`src/verilog/rsr_pkg.sv`:
```
/*
 * Constants shared by the reset source recorder: register offsets,
 * flag positions, reset values and timing figures.
 * Assumes a 20 MHz system clock and a plain strobe register port.
 */
// Contract
// - The block accepts the reset pin, the watchdog reset request and the clock loss monitor.
// - A low reset pin clears the whole cause register to zero.
// - A watchdog reset sets its flag and a clock monitor reset sets its own flag.
// - Setting one flag leaves every other flag as it was, so causes accumulate.
// - Each flag reads 1 once its source fired since the last clear and 0 otherwise.
// - A reset event in the cycle of a clearing write sets the flag and drops the clear; the code still applies the clear to the other flags.
// - A cause register write counts only right after the unlock write, others are ignored.
// - The cause register is written as a whole byte or as single bits.
// - A watchdog overflow during the oscillator wait starts the CPU on the internal clock.
// - A low reset pin holds the device in reset and a rising edge releases it.
// - A watchdog reset holds reset for a fixed delay with the main oscillator stopped.
package rsr_pkg;

    // ********************************
    // Register map (byte addresses)
    // ********************************
    localparam logic [7:0] ADDR_CAUSE  = 8'h00;
    localparam logic [7:0] ADDR_UNLOCK = 8'h04;
    localparam logic [7:0] ADDR_IRQ_ST = 8'h08;
    localparam logic [7:0] ADDR_IRQ_MK = 8'h0C;
    localparam logic [7:0] ADDR_STATUS = 8'h10;

    // ********************************
    // Fields and reset values
    // ********************************
    localparam int         BIT_LOSS      = 0;
    localparam int         BIT_WDT       = 4;
    localparam int         BIT_EMERG     = 2;
    localparam logic [7:0] CAUSE_RST     = 8'h00;
    localparam logic [7:0] UNLOCK_KEY    = 8'hA5;
    localparam logic [7:0] IRQ_MASK_RST  = 8'h00;

    // ********************************
    // Timing
    // ********************************
    localparam int CLK_PERIOD_NS = 50;
    localparam int RST_HOLD_NS   = 800;
    localparam int OSC_STAB_NS   = 409600;
    localparam int RST_HOLD_CYC  = (RST_HOLD_NS + CLK_PERIOD_NS - 1) / CLK_PERIOD_NS;
    localparam int OSC_STAB_CYC  = (OSC_STAB_NS + CLK_PERIOD_NS - 1) / CLK_PERIOD_NS;

    // Sequencer states, one-hot
    typedef enum logic [3:0] {
        ST_PIN  = 4'h1,
        ST_HOLD = 4'h2,
        ST_STAB = 4'h4,
        ST_RUN  = 4'h8
    } rsr_state_t;

endpackage

```
`src/verilog/rsr_pin_sync.sv`:
```
/*
 * Three-stage synchroniser with agreement filter for the reset pin.
 * Assumes an asynchronous, slowly changing level on i_pin.
 */
`timescale 1ns/1ps
module rsr_pin_sync (
    // Clock and reset
    input  wire logic i_sys_clk,
    input  wire logic i_sys_rst,
    // Pin and filtered level
    input  wire logic i_pin,
    output logic      o_level
);
    logic s1_reg;
    logic s2_reg;
    logic s3_reg;
    logic lvl_reg;
    logic lvl_next;

    // Level moves only when stages two and three agree; stage one feeds stage two alone
    always_comb begin
        lvl_next = lvl_reg;
        if (s2_reg == s3_reg) begin
            lvl_next = s3_reg;
        end
    end

    // Reset as released pin so a power-up does not look like a pin reset
    always_ff @(posedge i_sys_clk) begin
        if (i_sys_rst) begin
            s1_reg  <= 1'b1;
            s2_reg  <= 1'b1;
            s3_reg  <= 1'b1;
            lvl_reg <= 1'b1;
        end else begin
            s1_reg  <= i_pin;
            s2_reg  <= s1_reg;
            s3_reg  <= s2_reg;
            lvl_reg <= lvl_next;
        end
    end

    assign o_level = lvl_reg;

endmodule

```
`src/verilog/rsr_top.sv`:
```
/*
 * Reset source recorder: merges the reset pin, watchdog and clock loss
 * monitor into one system reset, sequences the oscillator wait and the
 * emergency internal-clock start, and keeps a sticky cause register.
 * Assumes i_sys_rst is a power-on reset and the two request inputs are
 * synchronous one-cycle or level signals on i_sys_clk.
 */
// Decided for this implementation: the register offsets and the address-and-strobe port.
`timescale 1ns/1ps
module rsr_top #(
    parameter int HOLD_CYC = rsr_pkg::RST_HOLD_CYC,
    parameter int STAB_CYC = rsr_pkg::OSC_STAB_CYC
) (
    // Clock and reset
    input  wire logic       i_sys_clk,
    input  wire logic       i_sys_rst,
    // Reset sources
    input  wire logic       i_reset_pin_n,
    input  wire logic       i_watchdog_reset_request,
    input  wire logic       i_clock_loss_monitor_stop,
    // Register port
    input  wire logic [7:0] i_addr,
    input  wire logic [7:0] i_wdata,
    input  wire logic [7:0] i_wmask,
    input  wire logic       i_wr,
    input  wire logic       i_rd,
    output logic      [7:0] o_rdata,
    // System outputs
    output logic            o_sys_reset,
    output logic            o_main_osc_en,
    output logic            o_cpu_on_internal_osc,
    output logic            o_irq
);

    // ********************************
    // Elaboration checks
    // ********************************
    // The 16-bit sequencer counter cannot serve longer waits
    if (HOLD_CYC < 1 || HOLD_CYC > 65535 || STAB_CYC < 1 || STAB_CYC > 65535) begin
        $error("rsr_top: counts must lie in 1..65535");
    end

    // ********************************
    // Pin synchroniser
    // ********************************
    logic pin_level;
    logic pin_low;

    rsr_pin_sync u_pin_sync (
        .i_sys_clk (i_sys_clk),
        .i_sys_rst (i_sys_rst),
        .i_pin     (i_reset_pin_n),
        .o_level   (pin_level)
    );

    assign pin_low = ~pin_level;

    // ********************************
    // Source decode
    // ********************************
    logic wdt_ev;
    logic loss_ev;

    // Pin reset dominates; internal sources only count while the pin is high
    assign wdt_ev  = i_watchdog_reset_request & ~pin_low;
    assign loss_ev = i_clock_loss_monitor_stop & ~pin_low;

    // ********************************
    // Reset sequencer
    // ********************************
    rsr_pkg::rsr_state_t state_reg;
    rsr_pkg::rsr_state_t state_next;
    logic [15:0]         cnt_reg;
    logic [15:0]         cnt_next;
    logic                emerg_reg;
    logic                emerg_next;
    logic                emerg_hit;

    // Next state: pin or hold, then oscillator wait, then run
    always_comb begin
        state_next = state_reg;
        cnt_next   = cnt_reg;
        emerg_next = emerg_reg;
        emerg_hit  = 1'b0;
        if (pin_low) begin
            state_next = rsr_pkg::ST_PIN;
            emerg_next = 1'b0;
            cnt_next   = 16'h0000;
        end else begin
            case (state_reg)
                rsr_pkg::ST_PIN: begin
                    // Release lands on a clock edge, never on the raw pin edge
                    state_next = rsr_pkg::ST_STAB;
                    cnt_next   = 16'h0000;
                end
                rsr_pkg::ST_HOLD: begin
                    if (cnt_reg >= 16'(HOLD_CYC - 1)) begin
                        state_next = rsr_pkg::ST_STAB;
                        cnt_next   = 16'h0000;
                    end else begin
                        cnt_next = cnt_reg + 16'h0001;
                    end
                end
                rsr_pkg::ST_STAB: begin
                    if (wdt_ev) begin
                        // Oscillator judged faulty: run on the internal clock at once
                        state_next = rsr_pkg::ST_RUN;
                        emerg_next = 1'b1;
                        emerg_hit  = 1'b1;
                    end else if (loss_ev) begin
                        state_next = rsr_pkg::ST_HOLD;
                        cnt_next   = 16'h0000;
                    end else if (cnt_reg >= 16'(STAB_CYC - 1)) begin
                        state_next = rsr_pkg::ST_RUN;
                    end else begin
                        cnt_next = cnt_reg + 16'h0001;
                    end
                end
                rsr_pkg::ST_RUN: begin
                    if (wdt_ev || loss_ev) begin
                        state_next = rsr_pkg::ST_HOLD;
                        cnt_next   = 16'h0000;
                    end
                end
                default: begin
                    state_next = rsr_pkg::ST_PIN;
                end
            endcase
        end
    end

    // Sequencer registers
    always_ff @(posedge i_sys_clk) begin
        if (i_sys_rst) begin
            state_reg <= rsr_pkg::ST_PIN;
            cnt_reg   <= 16'h0000;
            emerg_reg <= 1'b0;
        end else begin
            state_reg <= state_next;
            cnt_reg   <= cnt_next;
            emerg_reg <= emerg_next;
        end
    end

    // One merged reset; oscillator is off in pin and hold states and in emergency run
    assign o_sys_reset           = (state_reg != rsr_pkg::ST_RUN);
    assign o_main_osc_en         = (state_reg == rsr_pkg::ST_STAB) ||
                                   (state_reg == rsr_pkg::ST_RUN && !emerg_reg);
    assign o_cpu_on_internal_osc = emerg_reg;

    // ********************************
    // Cause register and unlock
    // ********************************
    logic [7:0] cause_reg;
    logic [7:0] cause_next;
    logic       armed_reg;
    logic       armed_next;
    logic       cause_wr;
    logic [7:0] clr_bits;
    logic [7:0] set_bits;

    // A cause write counts only as the write right after the unlock key
    assign cause_wr = i_wr && armed_reg && (i_addr == rsr_pkg::ADDR_CAUSE);

    // Cleared bits: masked lanes written with zero; ones are ignored
    assign clr_bits = (cause_wr) ? (i_wmask & ~i_wdata) : 8'h00;

    always_comb begin
        set_bits = 8'h00;
        set_bits[rsr_pkg::BIT_WDT] = wdt_ev;
        set_bits[rsr_pkg::BIT_LOSS] = loss_ev;
    end

    // Pin clears all, else clear then set so a coincident event wins
    always_comb begin
        armed_next = armed_reg;
        if (i_wr) begin
            armed_next = (i_addr == rsr_pkg::ADDR_UNLOCK) && (i_wdata == rsr_pkg::UNLOCK_KEY);
        end
        if (pin_low) begin
            cause_next = rsr_pkg::CAUSE_RST;
        end else begin
            cause_next = (cause_reg & ~clr_bits) | set_bits;
        end
    end

    // Cause flags survive internal resets; only power-on, the pin and unlocked cause writes clear them
    always_ff @(posedge i_sys_clk) begin
        if (i_sys_rst) begin
            cause_reg <= rsr_pkg::CAUSE_RST;
            armed_reg <= 1'b0;
        end else begin
            cause_reg <= cause_next;
            armed_reg <= armed_next;
        end
    end

    // ********************************
    // Interrupt status and mask
    // ********************************
    logic [7:0] ist_reg;
    logic [7:0] ist_next;
    logic [7:0] imk_reg;
    logic [7:0] imk_next;
    logic [7:0] ev_bits;

    always_comb begin
        ev_bits = set_bits;
        ev_bits[rsr_pkg::BIT_EMERG] = emerg_hit;
    end

    // Read clears, but an event in the same cycle stays set
    always_comb begin
        ist_next = ist_reg;
        imk_next = imk_reg;
        if (i_rd && i_addr == rsr_pkg::ADDR_IRQ_ST) begin
            ist_next = 8'h00;
        end
        ist_next = ist_next | ev_bits;
        if (i_wr && i_addr == rsr_pkg::ADDR_IRQ_MK) begin
            imk_next = i_wdata;
        end
    end

    always_ff @(posedge i_sys_clk) begin
        if (i_sys_rst) begin
            ist_reg <= 8'h00;
            imk_reg <= rsr_pkg::IRQ_MASK_RST;
        end else begin
            ist_reg <= ist_next;
            imk_reg <= imk_next;
        end
    end

    assign o_irq = |(ist_reg & imk_reg);

    // ********************************
    // Read port
    // ********************************
    logic [7:0] rdata_reg;
    logic [7:0] rdata_next;

    // Data of a read stands the next cycle only; unmapped reads give zero
    always_comb begin
        rdata_next = 8'h00;
        if (!i_rd) begin
            rdata_next = 8'h00;
        end else if (i_addr == rsr_pkg::ADDR_CAUSE) begin
            rdata_next = cause_reg;
        end else if (i_addr == rsr_pkg::ADDR_IRQ_ST) begin
            rdata_next = ist_reg;
        end else if (i_addr == rsr_pkg::ADDR_IRQ_MK) begin
            rdata_next = imk_reg;
        end else if (i_addr == rsr_pkg::ADDR_STATUS) begin
            rdata_next = {3'h0, emerg_reg, state_reg};
        end
    end

    always_ff @(posedge i_sys_clk) begin
        if (i_sys_rst) begin
            rdata_reg <= 8'h00;
        end else begin
            rdata_reg <= rdata_next;
        end
    end

    assign o_rdata = rdata_reg;

    // ********************************
    // Checks
    // ********************************
    chk_pin_clears_flags: assert property (
        @(posedge i_sys_clk) disable iff (i_sys_rst)
        pin_low |=> cause_reg == 8'h00)
        else $error("pin reset did not clear cause flags");

    chk_wdt_sets_flag: assert property (
        @(posedge i_sys_clk) disable iff (i_sys_rst)
        wdt_ev |=> cause_reg[rsr_pkg::BIT_WDT])
        else $error("watchdog flag not set");

    chk_loss_sets_flag: assert property (
        @(posedge i_sys_clk) disable iff (i_sys_rst)
        loss_ev |=> cause_reg[rsr_pkg::BIT_LOSS])
        else $error("clock monitor flag not set");

    chk_other_flag_kept: assert property (
        @(posedge i_sys_clk) disable iff (i_sys_rst)
        (wdt_ev && !loss_ev && !cause_wr)
        |=> cause_reg[rsr_pkg::BIT_LOSS] == $past(cause_reg[rsr_pkg::BIT_LOSS]))
        else $error("unrelated flag changed");

    chk_unlocked_write: assert property (
        @(posedge i_sys_clk) disable iff (i_sys_rst)
        (i_wr && !armed_reg && !pin_low && !wdt_ev && !loss_ev) |=> $stable(cause_reg))
        else $error("unprotected write changed flags");

    chk_bit_write_lane: assert property (
        @(posedge i_sys_clk) disable iff (i_sys_rst)
        (cause_wr && !pin_low && !wdt_ev && !loss_ev)
        |=> ((cause_reg ^ $past(cause_reg)) & ~$past(i_wmask)) == 8'h00)
        else $error("write touched an unselected bit");

    chk_emerg_entry: assert property (
        @(posedge i_sys_clk) disable iff (i_sys_rst)
        (state_reg == rsr_pkg::ST_STAB && wdt_ev)
        |=> o_cpu_on_internal_osc && !o_sys_reset && !o_main_osc_en)
        else $error("emergency start missed");

    chk_hold_osc_off: assert property (
        @(posedge i_sys_clk) disable iff (i_sys_rst)
        (state_reg == rsr_pkg::ST_HOLD) |-> (o_sys_reset && !o_main_osc_en))
        else $error("oscillator running during reset hold");

    chk_pin_holds: assert property (
        @(posedge i_sys_clk) disable iff (i_sys_rst)
        pin_low |=> (state_reg == rsr_pkg::ST_PIN) && o_sys_reset)
        else $error("pin low did not hold reset");

    chk_hold_release: assert property (
        @(posedge i_sys_clk) disable iff (i_sys_rst)
        (state_reg == rsr_pkg::ST_HOLD && cnt_reg >= 16'(HOLD_CYC - 1) && !pin_low)
        |=> (state_reg == rsr_pkg::ST_STAB) && o_main_osc_en)
        else $error("reset hold did not end on time");

    chk_stab_release: assert property (
        @(posedge i_sys_clk) disable iff (i_sys_rst)
        (state_reg == rsr_pkg::ST_STAB && cnt_reg >= 16'(STAB_CYC - 1)
         && !wdt_ev && !loss_ev && !pin_low)
        |=> !o_sys_reset)
        else $error("reset not released after oscillator wait");

    chk_run_to_hold: assert property (
        @(posedge i_sys_clk) disable iff (i_sys_rst)
        (state_reg == rsr_pkg::ST_RUN && (wdt_ev || loss_ev))
        |=> (state_reg == rsr_pkg::ST_HOLD) && o_sys_reset && !o_main_osc_en)
        else $error("internal reset request not taken");

    chk_emerg_from_wait: assert property (
        @(posedge i_sys_clk) disable iff (i_sys_rst)
        $rose(emerg_reg) |-> $past(state_reg) == rsr_pkg::ST_STAB)
        else $error("emergency mode entered outside oscillator wait");

    chk_pin_ends_emerg: assert property (
        @(posedge i_sys_clk) disable iff (i_sys_rst)
        pin_low |=> !o_cpu_on_internal_osc)
        else $error("pin reset left emergency mode on");

    chk_rdata_idle: assert property (
        @(posedge i_sys_clk) disable iff (i_sys_rst)
        !i_rd |=> o_rdata == 8'h00)
        else $error("read data outside the cycle after a read");

endmodule
```
`config.mk`:
```
export PLATFORM = sky130hd
export DESIGN_NAME = rsr_top
export DESIGN_NICKNAME = d
export VERILOG_FILES = /design/src/verilog/rsr_pkg.sv /design/src/verilog/rsr_pin_sync.sv /design/src/verilog/rsr_top.sv
export SDC_FILE = /design/constraint.sdc
export NUM_CORES = 1
export LEC_CHECK = 0
export ABC_AREA = 1
export BUFFER_PORTS_ARGS = -buffer_cell sky130_fd_sc_hd__buf_2
export CAP_MARGIN = 20
export CORE_UTILIZATION = 55
export CTS_BUF_LIST = sky130_fd_sc_hd__clkbuf_8
export DETAILED_ROUTE_END_ITERATION = 6
export HOLD_SLACK_MARGIN = 0.12
export PLACE_DENSITY_LB_ADDON = 0.1
export SLEW_MARGIN = 20
export SYNTH_ARGS = -nofsm -noshare
export SYNTH_HDL_FRONTEND = slang
export SYNTH_SLANG_ARGS = --single-unit
```
`constraint.sdc`:
```
create_clock -name i_sys_clk -period 1.9 [get_ports i_sys_clk]
set_clock_uncertainty 0.15 [all_clocks]
set_input_delay 0.38 -clock i_sys_clk [delete_from_list [all_inputs] [get_ports i_sys_clk]]
set_output_delay 0.38 -clock i_sys_clk [all_outputs]
set_load 0.05 [all_outputs]
```
# --- After elaboration in Yosys (flattened, before gate mapping) ---
# Cells that the tools add are included.
totals:
  regBits: 58
  word_cells: 80
  out_inout_bits: 12
  input_bits: 31
classes:
  bitwise: 11
  n_eq_ne: 16
  n_addsub: 1
  n_lt_le_gt_ge: 2
  reduce_logical: 17
  n_mux: 21
ops:
  columns: ["operator", "n"]
  rows:
  - ["$mux 16", 5]
  - ["$pmux 16 s4", 1]
  - ["$mux 8", 5]
  - ["$and 8x8->8", 3]
  - ["$mux 4", 5]
  - ["$add 16x1->16 const B", 1]
  - ["$eq 8x4->1 const B", 2]
  - ["$ge 16x13->1 const B", 1]
  - ["$ge 16x4->1 const B", 1]
  - ["$not 8->8", 2]
  - ["$or 8x5->8", 2]
  - ["$pmux 4 s4", 1]
  - ["$eq 8x3->1 const B", 1]
  - ["$eq 8x5->1 const B", 1]
  - ["$eq 8x8->1 const B", 1]
  - ["$logic_not 8->1", 1]
  - ["$ne 4x4->1 const B", 2]
  - ["$reduce_or 8->1", 1]
  - ["$logic_and 1x1->1", 6]
  - ["$ne 2x2->1 const B", 3]
  - ["$mux 5", 1]
  - ["$eq 4x1->1 const B", 1]
  - ["$eq 4x2->1 const B", 1]
  - ["$eq 4x3->1 const B", 1]
  - ["13 further kinds", 19]

# --- Longest topological paths before layout ---
logic_depth:
  ltp_word: 6
  depth_mapped: 12
  ltp_nobuf: 12

# --- Cells and area by module ---
# A second synthesis with hierarchy kept.
unflattened:
  cells_unflattened: 422
  hier_area_um2: 2757.6
by_module_without_submodules:
  columns: ["mod", "cells_per_inst", "seq_area_each_um2", "area_per_inst_um2", "n_inst"]
  rows:
  - ["rsr_top", 407, 980.9, 2628.8, 1]
  - ["rsr_pin_sync", 15, 80.1, 128.9, 1]

# --- Worst setup path before layout ---
# No wires, ideal clock.
synth_path:
  path_kind: "register to output"
  from: "reg state_reg[3]"
  to: "out o_main_osc_en"
  n_path_buf: 0
  path_stages_with_launch: 5
  setup_slack_ns: -0.601
  required_ns: 1.370
  arrival_ns: 1.971
  cell_sequence: "dfxtp_1 -> inv_1 -> nor2_1 -> nand2_2 -> o21ai_0"
synth_between:
  elab_chain_len: 3
  word_cells_on_any_way: 4
  cone_classes: "eq/ne (2); reduce/logical (2)"
synth_lines:
  columns: ["element", "line", "source"]
  rows:
  - ["from (decl)", "rsr_top.sv:71", "rsr_pkg::rsr_state_t state_reg;"]
  - ["from (signal assigned)", "rsr_top.sv:135", "state_reg <= rsr_pkg::ST_PIN;"]
  - ["from (signal assigned)", "rsr_top.sv:139", "state_reg <= state_next;"]
  - ["$eq 4x4->1", "rsr_top.sv:148", "(state_reg == rsr_pkg::ST_RUN && !emerg_reg);"]
  - ["$logic_and 1x1->1", "rsr_top.sv:148", null]
  - ["$logic_or 1x1->1 (*)", "rsr_top.sv:147", "assign o_main_osc_en = (state_reg == rsr_pkg::ST_STAB) ||"]
  - ["to (decl)", "rsr_top.sv:30", "output logic o_main_osc_en,"]
# Mark *: on every way between the ends. The rest lies on a longest branch, timed or not.

# --- Final worst setup path ---
layout_path:
  from: "reg state_reg[1]"
  to: "out o_main_osc_en"
# The elaborated chain is that of the path after synthesis.

==> reports/results.tsv <==
stage	metric	value	unit
outcome	status	complete, no violations	
critical_path	Critical Path AT	1.30	ns
synthesis	Synth Instances	422	
sta	Slew HR	0.712	
global_route	initial antenna violation count	0	
clock_network	clk root buf	clkbuf_8	
final_layout	area delta synth->final	19.9	%
run	MaxCap Viol Count	0	
critical_path	startpoint types	flop	
sta	Tcrit/Tclk final	0.965	
clock_network	TritonCTS clock tree	built	
route	DRC Markers	0	
clock_network	clock buffer depth	2	
synthesis	XOR/XNOR share of the synthesized area	0	
final_layout	max reg flops	16	
floorplan	core area	4790	µm²
clock_network	Clock Sinks	53	
global_route	pin count of the biggest net entering global routing	19	
clock_network	later-pin clock latency in the skew report	0.31	ns
global_route	global-route wire length before repair	10900	µm
route	via count	2851	
critical_path	Top Family by Delay on Critical Path	flip-flops	
final_layout	final cell count without fillers	547	
route	number of vias per cell	5.21	
route	drt first pass iters	5	
critical_path	Crit Path Max Fanout	6	
critical_path	crit end category	output pin	
sta	endpoints failing setup	0	
route	DR WL/cell	12.5	µm
floorplan	initial cell density of the core	0.577	
placement	dpl hpwl	5180	µm
synthesis	Mapped Area	2760	µm²
critical_path	reg2reg start	cnt_reg[1]$_SDFFE_PP0P_	
critical_path	Worst Path Required	1.37	ns
route	initial DRC count	222	
synthesis	post-synthesis sequential area ratio	0.384	
sta	min Tclk post-route	1.83	ns
critical_path	worst r2r dst	cnt_reg[7]$_SDFFE_PP0P_	
floorplan	Rows	25	
synthesis	combinational family with the most area after synthesis	simple AND/OR/NAND/NOR gates	
clock_network	setup repair bufs after CTS	0	
sta	worst setup margin	0.0661	ns
final_layout	end-of-flow core utilization	0.692	
critical_path	Critical Path Max Stage Delay	0.37	ns
critical_path	path depth of the worst reg2reg path	11	
clock_network	Num CTS Buffers	5	
sta	Final TNS setup	0	ns
synthesis	largest cells by area after synthesis	dfxtp_1 38%, nand2_1 14%, inv_1 8.7%	
route	post-route ant nets	0	
critical_path	worst reg-to-reg setup slack	0.12	ns
route	DR top layer	met4	
synthesis	Synth top area share	0.384	
worst_hold_path	HP Start	i_wdata[4]	
placement	Place WS	0.0273	ns
synthesis	simple-gate share of the synthesized area	0.385	
route	Met3 Wirelength	470	µm
floorplan	Die ar.	5310	µm²
sta	final hold violations	0	
synthesis	Yosys top cell by area	dfxtp_1	
power	static leakage	1.59	nW
global_route	total track usage	0.265	
placement	port buffer count	42	
final_layout	Nets	511	
worst_hold_path	WHS Endpoint	imk_reg[4]$_SDFFE_PP0P_	
clock_network	H-Tree Depth	2	
sta	hold_ws	0.170	ns
worst_hold_path	worst hold path class	input pin to flop	
critical_path	worst-path cell chain	nor2_4 -> nand2_2 -> o21ai_2 -> buf_6	
critical_path	Bufs and invs on worst path	1	
sta	Final Slew Violations	0	
synthesis	area share of fa/ha/maj cells after synthesis	0.00453	
synthesis	Netlist cell types	26	
route	met2 WL	3000	µm
clock_network	clk slew on worst S/H paths	0.10	ns
synthesis	Synth Area in Compound Gates	0.121	
critical_path	Setup CP Type	flop to output pin	
worst_hold_path	hold depth	3	
placement	Routability Congestion	0.976	
power	PD cells	846	nW/µm²
floorplan	die width	72.9	µm
final_layout	Antenna diodes	0	
final_layout	layout cells sized above 1	0.210	
synthesis	Avg Cell Area, Syn	6.55	µm²
global_route	GRT overflow	0	
placement	dpl cells	537	
floorplan	Die H	72.9	µm
sta	Peak Freq	545	MHz
sta	Slew @ Worst Pin	0.428	ns
global_route	vias in the first global route	2394	
route	Detailed Route WL	6830	µm
critical_path	Slowest-stage cell, CP	dfxtp_2	
synthesis	Synthesized Nets	454	
route	wl on met1	3260	µm
synthesis	mux cell area share after synthesis	0	
power	Peak VDD IR	0.678	mV
floorplan	I/O pin total	43	
synthesis	Yosys warning total	0	
final_layout	fillcell total	461	
synthesis	register bit count reported by yosys	53	
## synthesized netlist by cell type, drive strengths merged
| cell type | number |
|---|---|
| nor2 | 58 |
| nand2 | 117 |
| o221ai | 1 |
| o21a | 1 |
| nor4 | 3 |
| dfxtp | 53 |
| or2 | 4 |
| a21oi | 31 |
| nand4 | 9 |
| nor3 | 2 |
| nand3 | 40 |
| inv | 67 |
| o21ai | 22 |
| buf | 6 |
| o211ai | 6 |
| ha | 1 |
| nor4b | 1 |
## report_power, final
part | leakage [nW] | internal (W) | total, W | switching, W
registers | 0.432 | 0.00118 | 0.00125 | 0.0000683
logic | 1.10 | 0.000255 | 0.000757 | 0.000503
clock network | 0.0603 | 0.000404 | 0.000797 | 0.000393
## worst reg2reg max path: stages, from the launching register on
cell and delay [ns]:
dfxtp_2 0.36, ha_2 0.19, nand2_2 0.07, inv_1 0.08, nand2_1 0.08, nor2_2 0.16
nand2_2 0.10, nand2_4 0.11, nand2_8 0.11, nand2_4 0.13, nand2_2 0.05, a21oi_1 0.13
## what timing repair did
action	CTS	global route
pin swaps	1	2
setup endpoints to repair	1	19
hold buffers	1	0
hold endpoints to repair	1	0
gates resized for setup	2	15
cloned	0	1
## area by class of cell
cell class,instances,area [µm²],share of cell area
Timing Repair Buffer,55,317,0.0955
Tap cell,67,83.8,0.0253
Sequential cell,53,1070,0.323
Clock buffer,5,68.8,0.0208
Inverter,67,254,0.0767
Clock inverter,3,50.0,0.0151
Multi-Input combinational cell,297,1470,0.444
## placed cells by master, fill, tap and decap left out
master,instances
a21oi_1,29
a21oi_2,1
a21oi_4,1
buf_2,41
buf_4,12
buf_6,1
bufinv_16,1
clkbuf_8,5
clkinv_4,1
dfxtp_1,47
dfxtp_2,6
dlygate4sd3_1,1
ha_2,1
inv_1,64
inv_2,2
inv_4,1
inv_8,1
nand2_1,104
nand2_2,7
nand2_4,5
nand2_8,2
nand3_1,40
nand4_1,9
nor2_1,50
nor2_2,5
nor2_4,2
nor2_8,1
nor3_1,2
nor4_1,3
nor4b_1,1
o211ai_1,6
o21a_1,1
o21ai_0,21
o21ai_2,1
o221ai_1,1
or2_2,4
## per-stage QoR
step | area [µm²] | total power (W)
2_1_floorplan | 2770 | 0.00180
3_3_place_gp | 3110 | 0.00194
3_5_place_dp | 3110 | 0.00195
4_1_cts | 3250 | 0.00275
5_1_grt | 3310 | 0.00297
6_report | 3310 | 0.00280
## worst max path at each step
| stage | from | to | slack [ns] | cells past startpoint |
|---|---|---|---|---|
| 3_5_place_dp | cnt_reg[1]$_SDFFE_PP0P_ | cnt_reg[1]$_SDFFE_PP0P_ | 0.03 | 12 |
| 4_1_cts | cnt_reg[1]$_SDFFE_PP0P_ | cnt_reg[1]$_SDFFE_PP0P_ | 0.009 | 12 |
| 3_3_place_gp | cnt_reg[1]$_SDFFE_PP0P_ | cnt_reg[4]$_SDFFE_PP0P_ | 0.07 | 12 |
| 5_1_grt | cnt_reg[1]$_SDFFE_PP0P_ | cnt_reg[5]$_SDFFE_PP0P_ | -0.007 | 11 |
| 6_report | state_reg[1]$_SDFFE_PP0P_ | o_main_osc_en | 0.07 | 4 |
| 2_1_floorplan | state_reg[3]$_SDFFE_PP0P_ | o_main_osc_en | 0.04 | 4 |
## layer usage
| layer | GRT usage | up-vias |
|---|---|---|
| met2 | 0.390 | 106 |
| li1 | - | 1460 |
| met1 | 0.387 | 1274 |
| met5 | 0 | - |
| met4 | 0.0915 | 0 |
| met3 | 0.0497 | 11 |
## kinds of logic after synthesis
group,Yosys count
buf+inv,73
fa+ha+maj,1
simple gates,234
compound gates,61
flops,53
Note: power is estimated with default switching activity, not from simulation.
